==> src/cfg_port_pkg.sv <==
package cfg_port_pkg;
    localparam logic [7:0]  APB_CTRL      = 8'h00;
    localparam logic [7:0]  APB_STATUS    = 8'h04;
    localparam logic [7:0]  APB_FRAMES    = 8'h08;
    localparam int          CTRL_PD_BIT   = 0;
    localparam logic [7:0]  CTRL_RESET    = 8'h00;
    localparam int          INSTR_BITS    = 16;
    localparam int          INSTR_RW_BIT  = 15;
    localparam int          INSTR_WL_HI   = 14;
    localparam int          INSTR_WL_LO   = 13;
    localparam int          ADDR_BITS     = 13;
    localparam int          BYTE_BITS     = 8;
    localparam logic [1:0]  WL_STREAM     = 2'h3;
    localparam logic [12:0] ADDR_PORTCFG  = 13'h0000;
    localparam logic [12:0] ADDR_CHIPID   = 13'h0001;
    localparam logic [7:0]  PORTCFG_RESET = 8'h18;
    localparam logic [7:0]  PORTCFG_FIXED = 8'h18;
    localparam logic [7:0]  PORTCFG_LSB   = 8'h42;
    localparam logic [7:0]  PORTCFG_SRST  = 8'h24;
    localparam logic [15:0] PATTERN_WORD  = 16'h8000;
    localparam logic [1:0]  BOOT_CYCLES   = 2'h3;
    typedef enum logic [2:0] {
        ST_IDLE  = 3'b001,
        ST_INSTR = 3'b010,
        ST_DATA  = 3'b100
    } frame_state_type;
endpackage : cfg_port_pkg

==> src/pin_sync_if.sv <==
`timescale 1ns/10ps
interface pin_sync_if #(parameter int WIDTH = 5);
    logic [WIDTH-1:0] raw;
    logic [WIDTH-1:0] synced;
    modport sync_side (input raw, output synced);
    modport user_side (output raw, input synced);
endinterface : pin_sync_if

==> src/pin_sync.sv <==
`timescale 1ns/10ps
module pin_sync #(
    parameter int                   WIDTH      = 5,
    parameter logic [WIDTH-1:0]     RESET_VAL  = '0
) (
    input  wire logic               pclk,
    input  wire logic               presetn,
    pin_sync_if.sync_side           pins
);
    logic [WIDTH-1:0] meta_r;
    logic [WIDTH-1:0] sync_r;

    // first stage feeds only the second
    always_ff @(posedge pclk or negedge presetn) begin
        if (!presetn) begin
            meta_r <= RESET_VAL;
            sync_r <= RESET_VAL;
        end else begin
            meta_r <= pins.raw;
            sync_r <= meta_r;
        end
    end

    assign pins.synced = sync_r;
endmodule : pin_sync

==> src/cfg_serial_port.sv <==
// The APB register port and the placing of the registers were decided locally.
`timescale 1ns/10ps
module cfg_serial_port
    import cfg_port_pkg::*;
#(
    parameter int          REG_DEPTH = 16,
    parameter logic [7:0]  CHIP_CODE = 8'h5a  // arbitrary value
) (
    input  wire logic        pclk,
    input  wire logic        presetn,
    input  wire logic        psel,
    input  wire logic        penable,
    input  wire logic        pwrite,
    input  wire logic [7:0]  paddr,
    input  wire logic [31:0] pwdata,
    output logic [31:0]      prdata,
    output logic             pready,
    output logic             pslverr,
    input  wire logic        bank1_select_n,
    input  wire logic        bank2_select_n,
    input  wire logic        serial_clock_or_pattern_strap,
    input  wire logic        serial_data_or_lane_strap_in,
    output logic             serial_data_or_lane_strap_out,
    output logic             serial_data_or_lane_strap_oe,
    input  wire logic        powerdown_pin,
    output logic             powerdown_out,
    output logic             lane_two_out,
    output logic             test_pattern_out,
    output logic [15:0]      pattern_word
);
    localparam int AW = $clog2(REG_DEPTH);

    initial begin
        if (REG_DEPTH < 4 || (1 << AW) != REG_DEPTH)
            $error("REG_DEPTH must be a power of two, at least 4");
    end

    ////////////////////////////////////////////////////////////////////
    // pin synchronisers

    pin_sync_if #(.WIDTH(5)) pins ();

    assign pins.raw = {powerdown_pin, bank2_select_n, bank1_select_n,
                       serial_data_or_lane_strap_in,
                       serial_clock_or_pattern_strap};

    pin_sync #(.WIDTH(5), .RESET_VAL(5'h0c)) u_sync (
        .pclk    (pclk),
        .presetn (presetn),
        .pins    (pins)
    );

    logic s_sclk;
    logic s_sdio;
    logic s_b1n;
    logic s_b2n;
    logic s_pd;

    assign {s_pd, s_b2n, s_b1n, s_sdio, s_sclk} = pins.synced;

    ////////////////////////////////////////////////////////////////////
    // power-up strap capture

    logic [1:0] boot_cnt_r;
    logic       boot_done_r;
    logic       strap_mode_r;
    logic       pattern_cap_r;

    always_ff @(posedge pclk or negedge presetn) begin
        if (!presetn) begin
            boot_cnt_r    <= 2'h0;
            boot_done_r   <= 1'b0;
            strap_mode_r  <= 1'b0;
            pattern_cap_r <= 1'b0;
        end else if (!boot_done_r) begin
            boot_cnt_r <= boot_cnt_r + 2'h1;
            // synchronisers hold real pin levels by now
            if (boot_cnt_r == BOOT_CYCLES - 2'h1) begin
                boot_done_r   <= 1'b1;
                strap_mode_r  <= s_b1n & s_b2n;
                pattern_cap_r <= s_b1n & s_b2n & s_sclk;
            end
        end
    end

    ////////////////////////////////////////////////////////////////////
    // edge detection

    logic sclk_prev_r;
    logic sel_prev_r;
    logic any_sel;
    logic active;
    logic rise;
    logic fall;
    logic start;

    assign any_sel = ~s_b1n | ~s_b2n;
    assign active  = any_sel & boot_done_r & ~strap_mode_r;
    assign rise    = s_sclk & ~sclk_prev_r & active;
    assign fall    = ~s_sclk & sclk_prev_r & active;
    assign start   = any_sel & ~sel_prev_r;

    always_ff @(posedge pclk or negedge presetn) begin
        if (!presetn) begin
            sclk_prev_r <= 1'b0;
            sel_prev_r  <= 1'b0;
        end else begin
            sclk_prev_r <= s_sclk;
            sel_prev_r  <= any_sel;
        end
    end

    ////////////////////////////////////////////////////////////////////
    // register storage, one array per bank

    logic [7:0] bank1_mem [REG_DEPTH];
    logic [7:0] bank2_mem [REG_DEPTH];
    logic [7:0] portcfg_r;
    logic       lsb_first;

    assign lsb_first = |(portcfg_r & PORTCFG_LSB);

    function automatic logic [7:0] flip8(input logic [7:0] v);
        logic [7:0] r;
        r = '0;
        for (int i = 0; i < 8; i++) begin
            r[i] = v[7-i];
        end
        return r;
    endfunction : flip8

    function automatic logic [7:0] read_byte(input logic [12:0] a,
                                             input logic        b1);
        logic [7:0] r;
        r = 8'h00;
        if (a == ADDR_PORTCFG)
            r = portcfg_r;
        else if (a == ADDR_CHIPID)
            r = CHIP_CODE;
        else if (a < 13'(REG_DEPTH))
            r = b1 ? bank1_mem[a[AW-1:0]] : bank2_mem[a[AW-1:0]];
        return r;
    endfunction : read_byte

    ////////////////////////////////////////////////////////////////////
    // frame engine

    frame_state_type state_r;
    logic [3:0]      bit_cnt_r;
    logic [15:0]     shift_r;
    logic            rw_r;
    logic [1:0]      wlen_r;
    logic [12:0]     addr_r;
    logic [1:0]      left_r;
    logic [7:0]      tx_r;
    logic [15:0]     frames_r;
    logic [15:0]     instr;
    logic [7:0]      rx_byte;
    logic            byte_done;
    logic            wr_byte;
    logic [12:0]     addr_step;

    assign instr     = {shift_r[14:0], s_sdio};
    assign rx_byte   = lsb_first ? flip8(instr[7:0]) : instr[7:0];
    assign byte_done = (state_r == ST_DATA) && rise
                       && (bit_cnt_r == 4'(BYTE_BITS - 1));
    assign wr_byte   = byte_done && !rw_r;
    // address walks down in msb-first mode, up in lsb-first mode
    assign addr_step = lsb_first ? addr_r + 13'h1 : addr_r - 13'h1;

    always_ff @(posedge pclk or negedge presetn) begin
        if (!presetn) begin
            state_r   <= ST_IDLE;
            bit_cnt_r <= 4'h0;
            shift_r   <= 16'h0000;
            rw_r      <= 1'b0;
            wlen_r    <= 2'h0;
            addr_r    <= 13'h0000;
            left_r    <= 2'h0;
            tx_r      <= 8'h00;
            frames_r  <= 16'h0000;
        end else begin
            unique case (state_r)
                ST_IDLE: begin
                    if (start && active) begin
                        state_r   <= ST_INSTR;
                        bit_cnt_r <= 4'h0;
                    end
                end
                ST_INSTR: begin
                    // deselect only pauses; bits resume later
                    if (rise) begin
                        shift_r   <= instr;
                        bit_cnt_r <= bit_cnt_r + 4'h1;
                        if (bit_cnt_r == 4'(INSTR_BITS - 1)) begin
                            state_r   <= ST_DATA;
                            bit_cnt_r <= 4'h0;
                            rw_r      <= instr[INSTR_RW_BIT];
                            wlen_r    <= instr[INSTR_WL_HI:INSTR_WL_LO];
                            left_r    <= instr[INSTR_WL_HI:INSTR_WL_LO];
                            addr_r    <= instr[ADDR_BITS-1:0];
                            tx_r      <= read_byte(instr[ADDR_BITS-1:0],
                                                   ~s_b1n);
                        end
                    end
                end
                ST_DATA: begin
                    if (wlen_r == WL_STREAM && !any_sel) begin
                        state_r  <= ST_IDLE;
                        frames_r <= frames_r + 16'h1;
                    end else if (rise) begin
                        shift_r   <= instr;
                        bit_cnt_r <= bit_cnt_r + 4'h1;
                        if (byte_done) begin
                            bit_cnt_r <= 4'h0;
                            addr_r    <= addr_step;
                            tx_r      <= read_byte(addr_step, ~s_b1n);
                            if (wlen_r != WL_STREAM
                                && left_r == 2'h0) begin
                                state_r  <= ST_IDLE;
                                frames_r <= frames_r + 16'h1;
                            end else if (wlen_r != WL_STREAM) begin
                                left_r <= left_r - 2'h1;
                            end
                        end
                    end
                end
            endcase
        end
    end

    ////////////////////////////////////////////////////////////////////
    // register writes and soft reset

    always_ff @(posedge pclk or negedge presetn) begin
        if (!presetn) begin
            portcfg_r <= PORTCFG_RESET;
            for (int i = 0; i < REG_DEPTH; i++) begin
                bank1_mem[i] <= 8'h00;
                bank2_mem[i] <= 8'h00;
            end
        end else if (wr_byte) begin
            if (addr_r == ADDR_PORTCFG) begin
                if (|(rx_byte & PORTCFG_SRST)) begin
                    // reset bits never stick, so they read back clear
                    portcfg_r <= PORTCFG_RESET;
                    for (int i = 0; i < REG_DEPTH; i++) begin
                        bank1_mem[i] <= 8'h00;
                        bank2_mem[i] <= 8'h00;
                    end
                end else begin
                    portcfg_r <= (rx_byte & PORTCFG_LSB)
                                 | PORTCFG_FIXED;
                end
            end else if (addr_r != ADDR_CHIPID
                         && addr_r < 13'(REG_DEPTH)) begin
                if (!s_b1n)
                    bank1_mem[addr_r[AW-1:0]] <= rx_byte;
                if (!s_b2n)
                    bank2_mem[addr_r[AW-1:0]] <= rx_byte;
            end
        end
    end

    ////////////////////////////////////////////////////////////////////
    // read data drive

    logic sdo_r;
    logic sdo_oe_r;
    logic [2:0] tx_idx;

    assign tx_idx = lsb_first ? bit_cnt_r[2:0] : 3'h7 - bit_cnt_r[2:0];

    always_ff @(posedge pclk or negedge presetn) begin
        if (!presetn) begin
            sdo_r    <= 1'b0;
            sdo_oe_r <= 1'b0;
        end else if (!active || state_r != ST_DATA || !rw_r) begin
            sdo_oe_r <= 1'b0;
        end else if (fall) begin
            // first fall after the last address bit turns the line
            sdo_oe_r <= 1'b1;
            sdo_r    <= tx_r[tx_idx];
        end
    end

    assign serial_data_or_lane_strap_out = sdo_r;
    assign serial_data_or_lane_strap_oe  = sdo_oe_r;

    ////////////////////////////////////////////////////////////////////
    // static controls

    logic       pd_out_r;
    logic       lane_r;
    logic       pat_r;
    logic [15:0] pat_word_r;
    logic [7:0] ctrl_r;

    always_ff @(posedge pclk or negedge presetn) begin
        if (!presetn) begin
            pd_out_r   <= 1'b0;
            lane_r     <= 1'b1;
            pat_r      <= 1'b0;
            pat_word_r <= 16'h0000;
        end else if (strap_mode_r) begin
            pd_out_r   <= s_pd;
            lane_r     <= s_sdio;
            pat_r      <= pattern_cap_r;
            pat_word_r <= pattern_cap_r ? PATTERN_WORD : 16'h0000;
        end else begin
            pd_out_r   <= s_pd | ctrl_r[CTRL_PD_BIT];
            lane_r     <= 1'b1;
            pat_r      <= 1'b0;
            pat_word_r <= 16'h0000;
        end
    end

    assign powerdown_out    = pd_out_r;
    assign lane_two_out     = lane_r;
    assign test_pattern_out = pat_r;
    assign pattern_word     = pat_word_r;

    ////////////////////////////////////////////////////////////////////
    // apb slave, zero wait states

    logic [31:0] prdata_r;
    logic        pready_r;
    logic        pslverr_r;
    logic        mapped;
    logic [31:0] rd_mux;

    always_comb begin
        mapped = 1'b1;
        rd_mux = 32'h0000_0000;
        unique case (paddr)
            APB_CTRL:   rd_mux = {24'h000000, ctrl_r};
            APB_STATUS: rd_mux = {25'h0000000, state_r != ST_IDLE,
                                  sdo_oe_r, lane_r, pat_r, pd_out_r,
                                  boot_done_r, strap_mode_r};
            APB_FRAMES: rd_mux = {16'h0000, frames_r};
            default:    mapped = 1'b0;
        endcase
    end

    always_ff @(posedge pclk or negedge presetn) begin
        if (!presetn) begin
            pready_r  <= 1'b0;
            prdata_r  <= 32'h0000_0000;
            pslverr_r <= 1'b0;
        end else begin
            pready_r  <= psel & ~penable;
            prdata_r  <= (psel & ~penable & ~pwrite) ? rd_mux
                                                      : 32'h0000_0000;
            pslverr_r <= psel & ~penable & ~mapped;
        end
    end

    always_ff @(posedge pclk or negedge presetn) begin
        if (!presetn)
            ctrl_r <= CTRL_RESET;
        else if (psel && penable && pready_r && pwrite
                 && paddr == APB_CTRL)
            ctrl_r <= {7'h00, pwdata[CTRL_PD_BIT]};
    end

    assign prdata  = prdata_r;
    assign pready  = pready_r;
    assign pslverr = pslverr_r;
endmodule : cfg_serial_port

==> config.mk <==
export PLATFORM = sky130hd
export DESIGN_NAME = cfg_serial_port
export DESIGN_NICKNAME = d
export VERILOG_FILES = /design/src/cfg_port_pkg.sv /design/src/pin_sync_if.sv /design/src/pin_sync.sv /design/src/cfg_serial_port.sv
export SDC_FILE = /design/constraint.sdc
export NUM_CORES = 1
export LEC_CHECK = 0
export ABC_AREA = 1
export BUFFER_PORTS_ARGS = -buffer_cell sky130_fd_sc_hd__buf_2
export CAP_MARGIN = 30
export CORE_MARGIN = 2
export CORE_UTILIZATION = 45
export DETAILED_ROUTE_END_ITERATION = 7
export GPL_TIMING_DRIVEN = 0
export HOLD_SLACK_MARGIN = 0.03
export PLACE_DENSITY = 0.61
export SLEW_MARGIN = 20
export SYNTH_ARGS = -nofsm -noshare
export SYNTH_HDL_FRONTEND = slang
export SYNTH_HIERARCHICAL = 1
export SYNTH_SLANG_ARGS = --single-unit
==> constraint.sdc <==
create_clock -name pclk -period 2.6 [get_ports pclk]
set_input_delay 0.52 -clock pclk [delete_from_list [all_inputs] [get_ports pclk]]
set_output_delay 0.52 -clock pclk [all_outputs]
set_load 0.02 [all_outputs]
=== After elaboration in Yosys (flattened, before gate mapping) ===
Cells that the tools add are included.

* Add/sub/neg operators: 7
* Reduce and logical (&&, ||, !) cells: 43
* Equal/unequal tests: 29
* Mux-type cells: 91
* $lt $le $gt $ge: 8
* Bitwise logic cells: 28

{| class="wikitable"
|+ Operators with widths
! operator !! count
|-
| two-way mux 128 bit || 7
|-
| bitwise mux 128 bit || 2
|-
| two-way mux 8 bit || 23
|-
| binary-select mux 8 bit (select 4 bit) || 4
|-
| two-way mux 16 bit || 8
|-
| two-way mux 13 bit || 6
|-
| case mux 16 bit (3 select lines) || 1
|-
| logical NOT 13 bit || 3
|-
| < comparator 13 x 5 -> 1 bit, second input constant || 3
|-
| demux 8 bit (select 4 bit) || 1
|-
| two-way mux 32 bit || 1
|-
| case mux 16 bit (2 select lines) || 1
|-
| equality test 13 x 1 -> 1 bit, second input constant || 2
|-
| case mux 13 bit (2 select lines) || 1
|-
| two-way mux 3 bit || 8
|-
| two-way mux 4 bit || 6
|-
| != test 2 bit, second input constant || 10
|-
| adder 16 x 1 -> 16 bit, second input constant || 1
|-
| case mux 8 bit (2 select lines) || 1
|-
| AND reduction 4 bit || 4
|-
| >= comparator 5 bit, second input constant || 3
|-
| NOT 4 -> 5 bit || 3
|-
| two-way mux 2 bit || 7
|-
| adder 13 x 1 -> 13 bit, second input constant || 1
|-
| 41 further kinds || 99
|}

* Bits of input ports: 50
* Bits in registers: 402
* Logic and storage cells: 266
* Output and inout port bits: 55

=== Logic depth before layout (Yosys ltp) ===
* Depth in word-level cells: 14
* Gate-level depth with buffers: 23
* Depth with buffers taken out: 18

=== Modules after synthesis ===
Netlist, hierarchy kept.

{| class="wikitable"
|+ By module, submodules not included
! module !! cells an instance !! times used !! sequential area each (µm²) !! area each (µm²)
|-
| cfg_serial_port || 2,768 || 1 || 8,836.0 || 20,138.1
|-
| pin_sync || 10 || 1 || 255.2 || 255.2
|}

=== Worst setup path before layout ===
No wires, ideal clock.

* Path kind: register -> register
* Start point: register addr_r[0]
* End point: register bank2_mem[60] in the netlist's numbering
* Arrival time: 2.458 ns
* Library setup time: 0.133 ns
* Setup slack: 0.009 ns
* Cell stages (with the launch flop): 19
* Period minus slack after synthesis: 2.591 ns
* Path buffers: 6
* Cell sequence: dfrtp_1 -> buf_2 -> inv_2 -> buf_4 -> buf_2 -> buf_2 -> ha_1 -> inv_1 -> nor2_4 -> inv_1 -> nor2_2 -> o21ai_1 -> o21ai_2 -> and3b_1 -> buf_4 -> buf_12 -> nand2_4 -> nand2_1 -> o21ai_0

* Cells in the longest elaborated chain, start to end: 9
* Elaborated cells between the ends (all ways): 18
* Classes of those cells: order compare: 3; eq/ne: 3; mux: 6; bitwise: 1; reduce/logical: 5

{| class="wikitable"
|+ Ends and longest elaborated chain
! item !! RTL line !! RTL
|-
| start: declaration || cfg_serial_port.sv:153 || <nowiki>logic [12:0] addr_r;</nowiki>
|-
| start signal: assignment || cfg_serial_port.sv:201 || <nowiki>addr_r <= instr[ADDR_BITS-1:0];</nowiki>
|-
| start signal: assignment || cfg_serial_port.sv:216 || <nowiki>addr_r <= addr_step;</nowiki>
|-
| NOT 4 -> 5 bit (not written as such) || cfg_serial_port.sv:260 || <nowiki>bank2_mem[addr_r[AW-1:0]] <= rx_byte;</nowiki>
|-
| >= comparator 5 bit (not written as such) / < comparator 5 x 1 -> 1 bit (equally long branches) || cfg_serial_port.sv:260 ||
|-
| logical AND 1 bit (not written as such) || cfg_serial_port.sv:260 ||
|-
| two-way mux 8 bit (not written as such) || cfg_serial_port.sv:260 ||
|-
| demux 8 bit (select 4 bit) || cfg_serial_port.sv:260 ||
|-
| bitwise mux 128 bit || cfg_serial_port.sv:260 ||
|-
| two-way mux 128 bit || cfg_serial_port.sv:259 || <nowiki>if (!s_b2n)</nowiki>
|-
| two-way mux 128 bit || cfg_serial_port.sv:255 || <nowiki>end else if (addr_r != ADDR_CHIPID</nowiki>
|-
| two-way mux 128 bit || cfg_serial_port.sv:243 || <nowiki>if (addr_r == ADDR_PORTCFG) begin</nowiki>
|-
| end signal: indexed assignment || cfg_serial_port.sv:260 ||
|-
| end: declaration || cfg_serial_port.sv:117 || <nowiki>logic [7:0] bank2_mem [REG_DEPTH];</nowiki>
|}

Parallel ways exist; a longest one is shown, timed or not. The select of a mux whose other input is x is not followed.
A chain may end at the register's enable or synchronous reset.

=== Final worst setup path ===
* Start point: register addr_r[0]
* End point: register tx_r[0]

* Cells in the longest elaborated chain, start to end: 14
* Elaborated cells between the ends (all ways): 21
* Classes of those cells: add/sub: 2; order compare: 1; eq/ne: 1; mux: 15; bitwise: 1; reduce/logical: 1

{| class="wikitable"
|+ Ends and longest elaborated chain
! item !! RTL line !! RTL
|-
| subtractor 13 x 1 -> 13 bit / adder 13 x 1 -> 13 bit (equally long branches) || cfg_serial_port.sv:169 || <nowiki>assign addr_step = lsb_first ? addr_r + 13'h1 : addr_r - 13'h1;</nowiki>
|-
| two-way mux 13 bit (*) || cfg_serial_port.sv:169 ||
|-
| NOT 4 -> 5 bit (not written as such) || cfg_serial_port.sv:141 || <nowiki>r = b1 ? bank1_mem[a[AW-1:0]] : bank2_mem[a[AW-1:0]];</nowiki>
|-
| binary-select mux 8 bit (select 4 bit) || cfg_serial_port.sv:141 ||
|-
| two-way mux 8 bit (not written as such) (2 in a row) || cfg_serial_port.sv:141 ||
|-
| two-way mux 8 bit || cfg_serial_port.sv:141 ||
|-
| two-way mux 8 bit || cfg_serial_port.sv:140 || <nowiki>else if (a < 13'(REG_DEPTH))</nowiki>
|-
| two-way mux 8 bit || cfg_serial_port.sv:138 || <nowiki>else if (a == ADDR_CHIPID)</nowiki>
|-
| two-way mux 8 bit (*) || cfg_serial_port.sv:136 || <nowiki>if (a == ADDR_PORTCFG)</nowiki>
|-
| two-way mux 8 bit (*) || cfg_serial_port.sv:214 || <nowiki>if (byte_done) begin</nowiki>
|-
| two-way mux 8 bit (*) || cfg_serial_port.sv:211 || <nowiki>end else if (rise) begin</nowiki>
|-
| two-way mux 8 bit (*) || cfg_serial_port.sv:208 || <nowiki>if (wlen_r == WL_STREAM && !any_sel) begin</nowiki>
|-
| case mux 8 bit (2 select lines) (*) || cfg_serial_port.sv:183 || <nowiki>unique case (state_r)</nowiki>
|-
| end signal: assignment || cfg_serial_port.sv:202 || <nowiki>tx_r <= read_byte(instr[ADDR_BITS-1:0],</nowiki>
|-
| end signal: assignment || cfg_serial_port.sv:217 || <nowiki>tx_r <= read_byte(addr_step, ~s_b1n);</nowiki>
|-
| end: declaration || cfg_serial_port.sv:155 || <nowiki>logic [7:0] tx_r;</nowiki>
|}

Every way passes the cells marked *; elsewhere a longest branch is shown, timed or not. The select of a mux whose other input is x is not followed.

==> impl_metrics.ini <==
[status]
outcome = finished, violations left
violations = negative setup slack

[critical_path]
r2r_end = tx_r[0]
rr_startpoint = addr_r[0]
worstPathArrival_ns = 3.42
start_kind = register
worst_path_dominant_cell_family = simple AND/OR/NAND/NOR gates
crit_cells = 16
worst-path-max-fanout = 7
worstPathRequired_ns = 3.08
critPathSlowestCell = o211ai_1
worstPathCellList = buf_6 > inv_4 > buf_12 > buf_12 > ha_4 > inv_4 > nand2_4 > nand2_8 > clkbuf_16 > o211ai_1 > nand3_2 > nand3_2 > nand2_1 > nand2_1 > nand3b_1 > a21boi_1
cp-end-kind = register
cpPeakStageDelay_ns = 0.52
reg2reg_slack_ns = -0.34
rr_worst_depth = 16
critPathKind = register to register
crit_buf_inv = 6

[sta]
finalSetupViolCount = 213
fin_crit_sh_pct = 113
fin_crit_ns = 2.94
hold_viol = 0
setup_slack_ns = -0.343
finClkSkew_ns = 0.0163
tightest_slew_ns = 0.922
slew_viol_final = 0
rsz0062_at_grt = true
timing.fmax_ghz = 0.340
slew_headroom_pct = 38.3

[floorplan]
die-area_um2 = 47000
die_h_um = 217
design.core.area_um2 = 45100
initial_core_util_pct = 45.2
core.rowCount = 78
fp.dieW_um = 217
ios = 105

[route]
via_per_inst = 5.94
wl_per_cell_um = 26.4
postRouteAntennaNets = 0
firstDrtPassIters = 7
routed_wl_um = 94600
drtIter0Drc = 2692
vias = 21239
drc_errors = 0

[clock_tree]
cts_buffers = 42
h-tree-depth = 2
clock_latency_ns = 0.59
clock_sinks = 363
cts_tree = yes
cts_root_buffer = clkbuf_16
clk_pin_slew_ns = 0.06
cts.path.max_buffers = 3

[power_and_ir_drop]
powerDensity_nw_per_um2 = 1060
ir_worst_vdd_mv = 0.846
p_leak_nw = 11.4

[final_layout]
nets = 3001
area_growth_pct = 26.9
drive_above_1_share_pct = 27.4
final_util_pct = 57.4

[logic_synthesis]
syn-cell-area_um2 = 20400
synth_seq_area_share_pct = 44.6
ys.flop_type = dfrtp_1
async_reset_ff_share_pct = 100
yosys.area.top_type = dfrtp_1
yosys.cell_types.count = 56
synth_edf_count = 0
yosysWarnings = 6
synth_seq_cells = 363
synth_top_area_share_pct = 43.8
netlist_instances = 2778
syn_avg_cell_area_um2 = 7.34
synthTopCellsByArea = dfrtp_1, nand2_1, o21ai_0

[grt]
grt_pass1_wl_um = 136000
grt_pass1_vias = 19816
overflow = 0
grt_max_degree = 99
antenna_found_initial = 1
grt_usage_pct = 40.0

[min_path]
worstHoldEndpoint = u_sync/meta_r[1]
hold_start = serial_data_or_lane_strap_in
holdCritPathClass = input port to register
holdPathStages = 1

[placed_design]
hpwl_um = 68500
io_buffers = 42
dp_slack_ns = -1.85
gp_congestion = 1.05

[flow_run]
maxCapViolCount = 0
-- Yosys cell counts (41+ instances only) --
| cell type | number |
|---|---|
| buf_4 | 41 |
| a21oi_1 | 105 |
| o21ai_0 | 416 |
| inv_1 | 217 |
| o21ai_1 | 63 |
| o211ai_1 | 41 |
| dfrtp_1 | 357 |
| clkbuf_1 | 65 |
| buf_2 | 55 |
| nor2_1 | 168 |
| nand3_1 | 124 |
| nand2_1 | 883 |
-- what timing repair did --
action | 4_1_cts | 5_1_grt
hold endpoints to repair | 21 | 0
resized for setup | 332 | 599
hold buffers | 3 | 0
setup endpoints to repair | 272 | 267
gates cloned | 2 | 1
pin swaps | 71 | 199
setup buffers | 27 | 9
-- where the power goes --
| group | leakage [nW] | internal (mW) | switching [mW] | total [mW] |
|---|---|---|---|---|
| Combinational | 5.76 | 4.21 | 10.8 | 15.1 |
| Sequential | 4.97 | 5.90 | 0.255 | 6.16 |
| Clock | 0.693 | 3.68 | 2.53 | 6.21 |
-- cell families (layout without fill, tap and decap cells) --
group / count (synthesis) / in the layout / share of synthesized area [%]
adders and majority gates: 9 / 9 / 0.552
DFF: 363 / 363 / 44.6
and+or+nand+nor: 1276 / 1276 / 26.3
other: 1 / 32 / 0.0184
AOI/OAI and AO/OA: 698 / 698 / 18.7
buffers and inverters: 412 / 579 / 9.07
xor gates and xnor gates: 19 / 19 / 0.816
-- final cells by class --
type                       count  area (um^2)
clock inverter                13          193
sequential                   363         9090
fill                        4181        19200
clock buffer                  64         1230
buffer                       179         1360
inverter                     230          900
tap                          600          751
multi-input combinational   2033        11500
timing repair buffer          93          855
antenna                        1         2.50
-- flip-flops by register name (all words and copies together), names as in the netlist, 5 cells and up --
signal / cells
u_sync/pins.synced: 5
tx_r: 8
shift_r: 15
addr_r: 13
bank1_mem: 128
bank2_mem: 128
prdata: 16
frames_r: 16
u_sync/meta_r: 5
-- per-layer routing --
metal	global-route usage [%]	vias to the layer above	wire length [um]
met5	0	-	0
met4	25.7	0	6960
met3	12.1	310	10400
met2	58.0	1167	40100
met1	52.0	10327	37200
li1	-	9435	-
-- placed cells by master (no fill, tap or decap), types with 11 or more instances in the layout --
cell type,synthesis,layout
clkbuf_2,11,37
nor2_1,168,161
conb_1,1,31
clkbuf_1,65,28
nand4_1,11,11
nor2_4,4,11
o221ai_1,28,28
o21ai_2,1,128
nand2_8,0,29
clkbuf_4,0,16
nand3_2,4,28
buf_4,41,76
nor3_1,22,21
buf_6,4,21
nand2_4,20,51
o211ai_1,41,41
o21ai_1,63,133
clkbuf_8,0,12
nand2_1,883,644
nand3_1,124,95
nand2_2,2,181
dfrtp_1,357,356
xor2_1,15,15
clkbuf_16,0,46
inv_1,217,211
o21ai_0,416,219
buf_2,55,70
or2_2,11,11
a21oi_1,105,102
-- worst max-delay path by stage --
stage,start,end,slack [ns]
floorplan,addr_r[0],bank2_mem[60],0.009
global placement,presetn,bank1_mem[40],-6.01
detailed placement,addr_r[0],tx_r[7],-1.85
CTS,addr_r[0],tx_r[7],-0.32
global route,addr_r[0],tx_r[7],-0.31
finish,addr_r[0],tx_r[0],-0.34
-- stage by stage --
step / setup TNS (ns) / hold WS, ns / area [um^2] / cells / power (mW)
after CTS: -7.44 / 0.0306 / 24300 / 3568 / 25.7
after global placement: -2503.81 / 0.333 / 21500 / 3450 / 17.5
final: -18.79 / 0.0395 / 25900 / 3576 / 27.4
after detailed placement: -354.14 / 0.337 / 21600 / 3459 / 17.6
after floorplan: 0 / 0.224 / 20500 / 2808 / 12.7
after global routing: -32.55 / 0.0435 / 25900 / 3575 / 28.2
No activity file was read; power rests on OpenSTA's default activity.
